==> src/hw/evirq_pkg.sv <==
// Purpose: constants and helpers for the event channel interrupt logic
// Assumes: 32-bit register port, byte offsets as listed below
// Notes:   field layout is event detect in 15:8, overrun in 7:0
package evirq_pkg;
   localparam int          EVIRQ_MAX_CHANNELS = 8;
   localparam int          EVIRQ_ADDR_W       = 8;
   localparam int          EVIRQ_DATA_W       = 32;
   localparam logic [7:0]  EVIRQ_OFF_ENCLR    = 8'h10;
   localparam logic [7:0]  EVIRQ_OFF_ENSET    = 8'h14;
   localparam logic [7:0]  EVIRQ_OFF_FLAG     = 8'h18;
   localparam int          EVIRQ_EVD_LSB      = 8;
   localparam int          EVIRQ_OVR_LSB      = 0;
   localparam logic [7:0]  EVIRQ_EN_RESET     = 8'h00;
   localparam logic [15:0] EVIRQ_FLAG_RESET   = 16'h0000;
   localparam logic [31:0] EVIRQ_READ_IDLE    = 32'h00000000;
   // edges from an event toggle to the flag being visible
   localparam int          EVIRQ_FLAG_LATENCY = 4;

   // places the two per-channel fields into a register word
   function automatic logic [31:0] evirq_place(input logic [7:0] evd,
                                               input logic [7:0] ovr);
      logic [31:0] w;
      w = EVIRQ_READ_IDLE;
      w[EVIRQ_EVD_LSB +: 8] = evd;
      w[EVIRQ_OVR_LSB +: 8] = ovr;
      return w;
   endfunction

   function automatic logic [7:0] evirq_evd_field(input logic [31:0] w);
      return w[EVIRQ_EVD_LSB +: 8];
   endfunction

   function automatic logic [7:0] evirq_ovr_field(input logic [31:0] w);
      return w[EVIRQ_OVR_LSB +: 8];
   endfunction
endpackage

==> src/hw/evirq_event_irq.sv <==
// Purpose: interrupt enables, flags and request for an event routing unit
// Assumes: event and overrun inputs toggle once per occurrence
// Notes:   enables and flags share one layout, irq is registered
//
// Contract
// - overrun clear-view write one disables channel
// - event-detect set-view write one enables channel
// - overrun set-view write one enables channel
// - both views read back current enables
// - event-detect flag set on channel event
// - asynchronous channel never sets event-detect flag
// - overrun flag set on channel overrun
// - asynchronous channel never sets overrun flag
// - write one clears event-detect flag
// - write one clears overrun flag
// - flags and enables reset to zero
// - event-detect clear-view write one disables channel
`timescale 1ns/1ps
module evirq_event_irq
   import evirq_pkg::*;
#(
   parameter int NUM_CHANNELS = 8
) (
   input  wire logic                    clk,           // 40 MHz bus clock
   input  wire logic                    reset_n,       // async reset, active low
   input  wire logic                    ce,            // clock enable
   input  wire logic [EVIRQ_ADDR_W-1:0] addr,          // register byte address
   input  wire logic [EVIRQ_DATA_W-1:0] wrData,        // write data
   input  wire logic                    wrEn,          // write strobe
   input  wire logic                    rdEn,          // read strobe
   output logic      [EVIRQ_DATA_W-1:0] rdData,        // read data, next cycle
   input  wire logic [NUM_CHANNELS-1:0] eventToggle,   // toggles per event
   input  wire logic [NUM_CHANNELS-1:0] overrunToggle, // toggles per overrun
   input  wire logic [NUM_CHANNELS-1:0] asyncPath,     // channel uses async path
   output logic                         irq            // combined request
);
   localparam logic [7:0] CH_MASK = 8'((9'h001 << NUM_CHANNELS) - 9'h001);

   if (NUM_CHANNELS < 1 || NUM_CHANNELS > EVIRQ_MAX_CHANNELS) begin : g_bad_ch
      $error("evirq_event_irq: NUM_CHANNELS must be 1..8");
   end

   logic [7:0]              evdEn_q, evdEn_d;
   logic [7:0]              ovrEn_q, ovrEn_d;
   logic [EVIRQ_DATA_W-1:0] rdData_q, rdData_d;
   logic                    irq_q, irq_d;
   logic [7:0]              evdToggle8;
   logic [7:0]              ovrToggle8;
   logic [7:0]              async8;
   logic [15:0]             pulse;
   logic [15:0]             setVec;
   logic [15:0]             clearVec;
   logic [15:0]             flags;
   logic                    wrSet;
   logic                    wrClr;
   logic                    wrFlag;

   assign evdToggle8 = 8'(eventToggle);
   assign ovrToggle8 = 8'(overrunToggle);
   assign async8     = 8'(asyncPath);

   evirq_toggle_sync #(
      .WIDTH (16)
   ) u_sync (
      .clk      (clk),
      .reset_n  (reset_n),
      .ce       (ce),
      .toggleIn ({evdToggle8, ovrToggle8}),
      .pulseOut (pulse)
   );

   // asynchronous-path channels never raise flags
   assign setVec = pulse & ~{async8, async8} & {CH_MASK, CH_MASK};

   assign wrSet  = wrEn && (addr == EVIRQ_OFF_ENSET);
   assign wrClr  = wrEn && (addr == EVIRQ_OFF_ENCLR);
   assign wrFlag = wrEn && (addr == EVIRQ_OFF_FLAG);

   always_comb begin
      clearVec = 16'h0000;
      if (wrFlag) begin
         clearVec = {evirq_evd_field(wrData), evirq_ovr_field(wrData)};
      end
   end

   evirq_flag_bank #(
      .WIDTH (16)
   ) u_flags (
      .clk       (clk),
      .reset_n   (reset_n),
      .ce        (ce),
      .setPulse  (setVec),
      .clearMask (clearVec),
      .flags     (flags)
   );

   // enables: one shared store behind both views
   always_comb begin
      evdEn_d = evdEn_q;
      ovrEn_d = ovrEn_q;
      if (ce && wrSet) begin
         evdEn_d = evdEn_q | (evirq_evd_field(wrData) & CH_MASK);
         ovrEn_d = ovrEn_q | (evirq_ovr_field(wrData) & CH_MASK);
      end else if (ce && wrClr) begin
         evdEn_d = evdEn_q & ~evirq_evd_field(wrData);
         ovrEn_d = ovrEn_q & ~evirq_ovr_field(wrData);
      end
   end

   // read data stands only in the cycle after the strobe
   always_comb begin
      rdData_d = rdData_q;
      if (ce) begin
         rdData_d = EVIRQ_READ_IDLE;
         if (rdEn) begin
            case (addr)
               EVIRQ_OFF_ENCLR: begin
                  rdData_d = evirq_place(evdEn_q, ovrEn_q);
               end
               EVIRQ_OFF_ENSET: begin
                  rdData_d = evirq_place(evdEn_q, ovrEn_q);
               end
               EVIRQ_OFF_FLAG: begin
                  rdData_d = evirq_place(flags[15:8], flags[7:0]);
               end
               default: begin
                  rdData_d = EVIRQ_READ_IDLE;
               end
            endcase
         end
      end
   end

   always_comb begin
      irq_d = irq_q;
      if (ce) begin
         irq_d = |(flags & {evdEn_q, ovrEn_q});
      end
   end

   always_ff @(posedge clk or negedge reset_n) begin
      if (!reset_n) begin
         evdEn_q  <= EVIRQ_EN_RESET;
         ovrEn_q  <= EVIRQ_EN_RESET;
         rdData_q <= EVIRQ_READ_IDLE;
         irq_q    <= 1'b0;
      end else begin
         evdEn_q  <= evdEn_d;
         ovrEn_q  <= ovrEn_d;
         rdData_q <= rdData_d;
         irq_q    <= irq_d;
      end
   end

   assign rdData = rdData_q;
   assign irq    = irq_q;

   // marks the first cycle after reset release
   logic afterReset_q;
   always_ff @(posedge clk or negedge reset_n) begin
      if (!reset_n) begin
         afterReset_q <= 1'b1;
      end else begin
         afterReset_q <= 1'b0;
      end
   end

   property p_ovr_clear;
      @(posedge clk) disable iff (!reset_n)
      ce && wrClr |=> (ovrEn_q & $past(evirq_ovr_field(wrData))) == 8'h00
                      && ((ovrEn_q ^ $past(ovrEn_q)) & ~$past(evirq_ovr_field(wrData))) == 8'h00;
   endproperty
   a_ovr_clear: assert property (p_ovr_clear)
      else $error("overrun enable clear misbehaved");

   property p_evd_set;
      @(posedge clk) disable iff (!reset_n)
      ce && wrSet |=> evdEn_q == ($past(evdEn_q) | ($past(evirq_evd_field(wrData)) & CH_MASK));
   endproperty
   a_evd_set: assert property (p_evd_set)
      else $error("event-detect enable set misbehaved");

   property p_ovr_set;
      @(posedge clk) disable iff (!reset_n)
      ce && wrSet |=> ovrEn_q == ($past(ovrEn_q) | ($past(evirq_ovr_field(wrData)) & CH_MASK));
   endproperty
   a_ovr_set: assert property (p_ovr_set)
      else $error("overrun enable set misbehaved");

   property p_read_enable;
      @(posedge clk) disable iff (!reset_n)
      ce && rdEn && (wrClr || wrSet || addr == EVIRQ_OFF_ENSET || addr == EVIRQ_OFF_ENCLR)
         |=> rdData_q == evirq_place($past(evdEn_q), $past(ovrEn_q));
   endproperty
   a_read_enable: assert property (p_read_enable)
      else $error("enable read-back mismatch");

   property p_evd_flag;
      @(posedge clk) disable iff (!reset_n)
      ce && (setVec[15:8] != 8'h00) |=>
         (flags[15:8] & $past(setVec[15:8])) == $past(setVec[15:8]);
   endproperty
   a_evd_flag: assert property (p_evd_flag)
      else $error("event-detect flag not set");

   property p_evd_async;
      @(posedge clk) disable iff (!reset_n)
      ce |=> (flags[15:8] & ~$past(flags[15:8]) & $past(async8)) == 8'h00;
   endproperty
   a_evd_async: assert property (p_evd_async)
      else $error("event-detect flag set on asynchronous channel");

   property p_ovr_flag;
      @(posedge clk) disable iff (!reset_n)
      ce && (setVec[7:0] != 8'h00) |=>
         (flags[7:0] & $past(setVec[7:0])) == $past(setVec[7:0]);
   endproperty
   a_ovr_flag: assert property (p_ovr_flag)
      else $error("overrun flag not set");

   property p_ovr_async;
      @(posedge clk) disable iff (!reset_n)
      ce |=> (flags[7:0] & ~$past(flags[7:0]) & $past(async8)) == 8'h00;
   endproperty
   a_ovr_async: assert property (p_ovr_async)
      else $error("overrun flag set on asynchronous channel");

   property p_evd_w1c;
      @(posedge clk) disable iff (!reset_n)
      ce && wrFlag && ((evirq_evd_field(wrData) & ~setVec[15:8]) != 8'h00) |=>
         (flags[15:8] & $past(evirq_evd_field(wrData) & ~setVec[15:8])) == 8'h00;
   endproperty
   a_evd_w1c: assert property (p_evd_w1c)
      else $error("event-detect flag not cleared");

   property p_ovr_w1c;
      @(posedge clk) disable iff (!reset_n)
      ce && wrFlag && ((evirq_ovr_field(wrData) & ~setVec[7:0]) != 8'h00) |=>
         (flags[7:0] & $past(evirq_ovr_field(wrData) & ~setVec[7:0])) == 8'h00;
   endproperty
   a_ovr_w1c: assert property (p_ovr_w1c)
      else $error("overrun flag not cleared");

   property p_reset_zero;
      @(posedge clk) disable iff (!reset_n)
      afterReset_q |-> (evdEn_q == 8'h00) && (ovrEn_q == 8'h00) && (flags == 16'h0000);
   endproperty
   a_reset_zero: assert property (p_reset_zero)
      else $error("state not zero after reset");

   property p_evd_clear;
      @(posedge clk) disable iff (!reset_n)
      ce && wrClr |=> evdEn_q == ($past(evdEn_q) & ~$past(evirq_evd_field(wrData)));
   endproperty
   a_evd_clear: assert property (p_evd_clear)
      else $error("event-detect enable clear misbehaved");

   property p_irq_or;
      @(posedge clk) disable iff (!reset_n)
      ce |=> irq_q == (|($past(flags) & {$past(evdEn_q), $past(ovrEn_q)}));
   endproperty
   a_irq_or: assert property (p_irq_or)
      else $error("irq is not the OR of enabled flags");

   c_irq_rise: cover property (@(posedge clk) disable iff (!reset_n) $rose(irq_q));
   c_flag_clear: cover property (@(posedge clk) disable iff (!reset_n)
      ce && wrFlag && (flags != 16'h0000));
   c_set_clear_clash: cover property (@(posedge clk) disable iff (!reset_n)
      ce && ((setVec & clearVec) != 16'h0000));
   c_async_block: cover property (@(posedge clk) disable iff (!reset_n)
      ce && ((pulse & {async8, async8}) != 16'h0000));
endmodule

==> src/hw/evirq_flag_bank.sv <==
// Purpose: sticky interrupt flags, set by hardware, cleared by writing one
// Assumes: set and clear vectors are synchronous to clk
// Notes:   a set in the clearing cycle wins so no event is lost
`timescale 1ns/1ps
module evirq_flag_bank
   import evirq_pkg::*;
#(
   parameter int WIDTH = 16
) (
   input  wire logic             clk,       // bus clock
   input  wire logic             reset_n,   // async reset, active low
   input  wire logic             ce,        // clock enable
   input  wire logic [WIDTH-1:0] setPulse,  // hardware set, one cycle
   input  wire logic [WIDTH-1:0] clearMask, // write-one-to-clear mask
   output logic      [WIDTH-1:0] flags      // current flags
);
   logic [WIDTH-1:0] flags_q, flags_d;

   if (WIDTH < 1 || WIDTH > 16) begin : g_bad_width
      $error("evirq_flag_bank: WIDTH must be 1..16");
   end

   always_comb begin
      flags_d = flags_q;
      if (ce) begin
         flags_d = (flags_q & ~clearMask) | setPulse;
      end
   end

   always_ff @(posedge clk or negedge reset_n) begin
      if (!reset_n) begin
         flags_q <= WIDTH'(EVIRQ_FLAG_RESET);
      end else begin
         flags_q <= flags_d;
      end
   end

   assign flags = flags_q;

   property p_set_wins;
      @(posedge clk) disable iff (!reset_n)
      ce && ((setPulse & clearMask) != '0) |=>
         ((flags_q & $past(setPulse & clearMask)) == $past(setPulse & clearMask));
   endproperty
   a_set_wins: assert property (p_set_wins)
      else $error("flag set lost against a clear in the same cycle");
endmodule

==> src/hw/evirq_toggle_sync.sv <==
// Purpose: carries event toggles from the event domain as one-cycle pulses
// Assumes: each source toggles at most once per three enabled cycles
// Notes:   first stage feeds only the second stage
`timescale 1ns/1ps
module evirq_toggle_sync
   import evirq_pkg::*;
#(
   parameter int WIDTH = 16
) (
   input  wire logic             clk,      // bus clock
   input  wire logic             reset_n,  // async reset, active low
   input  wire logic             ce,       // clock enable
   input  wire logic [WIDTH-1:0] toggleIn, // one toggle per event
   output logic      [WIDTH-1:0] pulseOut  // one-cycle pulse per toggle
);
   logic [WIDTH-1:0] meta_q, meta_d;
   logic [WIDTH-1:0] sync_q, sync_d;
   logic [WIDTH-1:0] last_q, last_d;
   logic [WIDTH-1:0] pulse_q, pulse_d;

   if (WIDTH < 1) begin : g_bad_width
      $error("evirq_toggle_sync: WIDTH must be at least 1");
   end

   always_comb begin
      meta_d  = meta_q;
      sync_d  = sync_q;
      last_d  = last_q;
      pulse_d = pulse_q;
      if (ce) begin
         meta_d  = toggleIn;
         sync_d  = meta_q;
         last_d  = sync_q;
         pulse_d = sync_q ^ last_q;
      end
   end

   always_ff @(posedge clk or negedge reset_n) begin
      if (!reset_n) begin
         meta_q  <= '0;
         sync_q  <= '0;
         last_q  <= '0;
         pulse_q <= '0;
      end else begin
         meta_q  <= meta_d;
         sync_q  <= sync_d;
         last_q  <= last_d;
         pulse_q <= pulse_d;
      end
   end

   assign pulseOut = pulse_q;

   property p_toggle_pulse;
      @(posedge clk) disable iff (!reset_n)
      (ce && (toggleIn != $past(toggleIn))) ##1 ce ##1 ce |=> (pulse_q != '0);
   endproperty
   a_toggle_pulse: assert property (p_toggle_pulse)
      else $error("toggle did not reach a pulse in three cycles");
endmodule

==> config.mk <==
export PLATFORM = sky130hd
export DESIGN_NAME = evirq_event_irq
export DESIGN_NICKNAME = d
export VERILOG_FILES = /design/src/hw/evirq_pkg.sv /design/src/hw/evirq_event_irq.sv /design/src/hw/evirq_flag_bank.sv /design/src/hw/evirq_toggle_sync.sv
export SDC_FILE = /design/constraint.sdc
export NUM_CORES = 1
export LEC_CHECK = 0
export ABC_AREA = 1
export BUFFER_PORTS_ARGS = -buffer_cell sky130_fd_sc_hd__buf_4
export CORE_ASPECT_RATIO = 1.75
export CORE_UTILIZATION = 55
export DETAILED_ROUTE_END_ITERATION = 16
export GPL_TIMING_DRIVEN = 0
export PLACE_DENSITY = 0.81
export SETUP_SLACK_MARGIN = 0.1
export SYNTH_ARGS = -nofsm -noshare
export SYNTH_HDL_FRONTEND = slang
export SYNTH_SLANG_ARGS = --single-unit
==> constraint.sdc <==
create_clock -name clk -period 1.1 [get_ports clk]
set_input_delay 0.11 -clock clk [delete_from_list [all_inputs] [get_ports clk]]
set_output_delay 0.11 -clock clk [all_outputs]
set_load 0.005 [all_outputs]
==> impl_metrics.csv <==
group,metric,value,unit
status,status,"completed",
sta,hold_violations,0,
synth,synth_area,0.00529,mm2
worst_setup_path,cp-start-kind,"flip-flop",
sta,setup_violations,0,
global_route,grt_max_degree,114,
layout,num_antenna_cells,0,
worst_setup_path,cp_slowest_cell,"dfrtp_1",
min_path,min_from,"wrData[4]",
placement,placed_cells,861,
worst_setup_path,crit_family,"simple AND/OR/NAND/NOR gates",
synth,synthMostInstantiatedCell,"nand2_1",
sta,slew_headroom,65.8,%
drt,route.detailed.drc,0,
synth,synth_top_area_share,53.5,%
synth,ys.flop_type,"dfrtp_1",
worst_setup_path,slowest_delay,0.41,ns
worst_setup_path,cp_max_fo,3,
synth,syn_inst,655,
drt,ant_nets,0,
synth,avgSynthCellArea,8.07,um2
drt,wl_per_cell,15.3,um
drt,vias,4835,
global_route,grt_pass1_vias,4769,
min_path,hp-class,"in2reg",
synth,synth_common_cells,"nand2_1, dfrtp_1, inv_1",
sta,slew_violations,0,
worst_setup_path,cp-end-kind,"flip-flop",
die,coreArea,0.00941,mm2
global_route,grt_pass1_wl,22700,um
layout,finalNonFillerCells,942,
drt,dr.pass1.iters,7,
synth,ys_types,17,
sta,grt_setup_unrepaired,"yes",
placement,portBuffers,69,
global_route,grtUsageMet1,31.0,%
worst_setup_path,rrSetupSlack,0.04,ns
synth,yosys_warnings,0,
synth,synth-edff-count,0,
die,fp.dieH,132,um
drt,drt_wl_total,14400,um
global_route,grt_overflow,0,
power,p_leak,3.78,nW
global_route,grt_busiest_layer,"met2",
die,rows,47,
power,peakVddDrop,0.00139,V
synth,synth_compound_area_share,4.54,%
cts,worstSkewPairLatency,0.41,ns
sta,layout_min_cycle_time,1.06,ns
die,die-area,0.0100,mm2
synth,synth-simple-area-share,28.6,%
layout,drive_above_1_share,21.6,%
synth,synth-xor-area-share,2.65,%
cts,clock_path_buffers,2,
cts,cts_sinks,113,
worst_setup_path,timing.rr.start,"u_flags.flags[6]",
global_route,grtUsageMet3,7.50,%
global_route,grt.total_usage,29.9,%
cts,path_clk_slew,0.05,ns
placement,gp_congestion,0.938,
power,powerDensity,1550,mW/mm2
drt,drtIter0Drc,411,
cts,root_buffer,"clkbuf_16",
worst_setup_path,worstReg2RegEnd,"irq",
die,ios,102,
drt,via_per_inst,5.13,
global_route,grt_antenna_before_repair,0,
worst_setup_path,crit_type,"reg2reg",
min_path,holdPathStages,4,
die,die_w,76.1,um
synth,synth-adder-area-share,0,%
cts,cts_made_buffers,17,
sta,fin_crit_sh,96.5,%
sta,setup_ws,0.0389,ns
sta,fin_skew,0.00627,ns
synth,yosysTopAreaCell,"dfrtp_1",
synth,async_reset_ff_share,100,%
placement,dp_slack,-0.308,ns
sta,hold_slack,0.00676,ns
global_route,met2_usage,52.7,%
worst_setup_path,worst_r2r_path_depth,6,
synth,seq_area_frac_synth,53.5,%
placement,place_hpwl,9620,um
layout,syn2layout_area_growth,34.3,%
worst_setup_path,cp_cell_sequence,"nand2_2 > nand3_2 > nor2_2 > nand2_1 > nor2_1 > nor2_1",
synth,synth_top_family_by_area,"simple AND/OR/NAND/NOR gates",
sta,fmaxAchievable,0.942,GHz
worst_setup_path,critPathMostFrequentCell,"nor2_1",
worst_setup_path,path_buf_inv,0,
layout,fin_nets,878,
worst_setup_path,worstPathRequired,1.40,ns
synth,synthMuxAreaShare,0,%
cts,cts_tree,"yes",
sta,worstMarginPinSlew,0.513,ns
cts,cts_max_level,4,
flow_run,cap_violations,0,
die,start_util,56.2,%
synth,synth_area_leaders,"dfrtp_1, nand2_1, nand3_1",
synth,ys_ff_latch,113,
worst_setup_path,cp.arrival,1.36,ns
[final cells by class]
| type | count | area [um2] |
|---|---|---|
| clock inverters | 7 | 60.1 |
| repair buffers | 120 | 1050 |
| inverters | 65 | 244 |
| fillers | 694 | 2310 |
| plain buffers | 51 | 324 |
| well taps | 122 | 153 |
| clock buffers | 23 | 478 |
| multi-input cells | 441 | 1970 |
| flip-flops and latches | 113 | 2830 |
[stage by stage]
stage / TNS (ns) / instance area [um2] / utilization, % / power [mW]
final: 0 / 7100 / 75.5 / 11.0
after floorplan: 0 / 5350 / - / 5.41
after CTS: 0 / 6950 / 73.9 / 11.0
after global routing: 0 / 7100 / 75.5 / 11.4
after global placement: -33.90 / 6020 / 63.9 / 5.87
after detailed placement: -39.64 / 6020 / 63.9 / 5.92
[tightest hold or removal path: stages]
cell,delay (ns)
buf_4,0.10
nand4_1,0.08
nand2_1,0.07
inv_1,0.03
[worst max path at each step]
stage	from	to	slack, ns	cells past startpoint
after floorplan	addr[2]	u_flags.flags[6]	0.17	7
after global placement	reset_n	u_sync.meta_q[15]	-0.27	1
after detailed placement	reset_n	u_sync.meta_q[1]	-0.31	1
after CTS	rdData[10]	rdData[10]	0.06	1
after global routing	u_flags.flags[6]	irq	0.007	6
final	u_flags.flags[6]	irq	0.04	6
[cells by family after synthesis]
group | Yosys count
buffers and inverters | 116
other | 1
flip-flops | 113
AND/OR/NAND/NOR | 361
XOR/XNOR | 16
AO/OA/AOI/OAI | 48
[layout by cell type, fill, tap and decap left out]
cell type      synthesis  final
clkbuf_2               0      1
buf_2                 18     18
inv_1                 62     62
dfrtp_1              113    113
buf_6                  5     23
conb_1                 1     16
nor2_1                 7      5
inv_2                  3      3
clkbuf_1               9     11
bufinv_16              0      1
o21ai_0               40     40
nand3_1               51     49
nand2_1              267    266
nand3b_1               1      1
clkbuf_8               0      3
nand3_2                0      2
buf_16                 0      1
nor2_2                 3      5
nand4_1               32     32
nand2_2                0      1
o21ai_1                8      8
dlygate4sd3_1          0     24
clkinv_2               0      6
xnor2_1               16     16
clkbuf_16              0     17
buf_4                 19     96
[what timing repair did]
item                                    4_1_cts  5_1_grt
resized for setup                            19        5
hold buffers                                 23        1
hold endpoints to repair                     24      113
pin swaps                                     3        5
buffers inserted                             13       13
endpoints found under the setup margin       18       19
[where the power goes]
part / switching, mW / internal (mW)
clock network: 1.80 / 3.22
logic: 0.662 / 0.545
registers: 0.258 / 4.53
total: 2.72 / 8.30
[metal layers]
layer  part of all wire (%)  wire length, um
met4                    6.3              900
met5                      0                0
met3                    4.9              710
met2                     53             7600
met1                     36             5170
No activity file was read; power rests on OpenSTA's default activity.
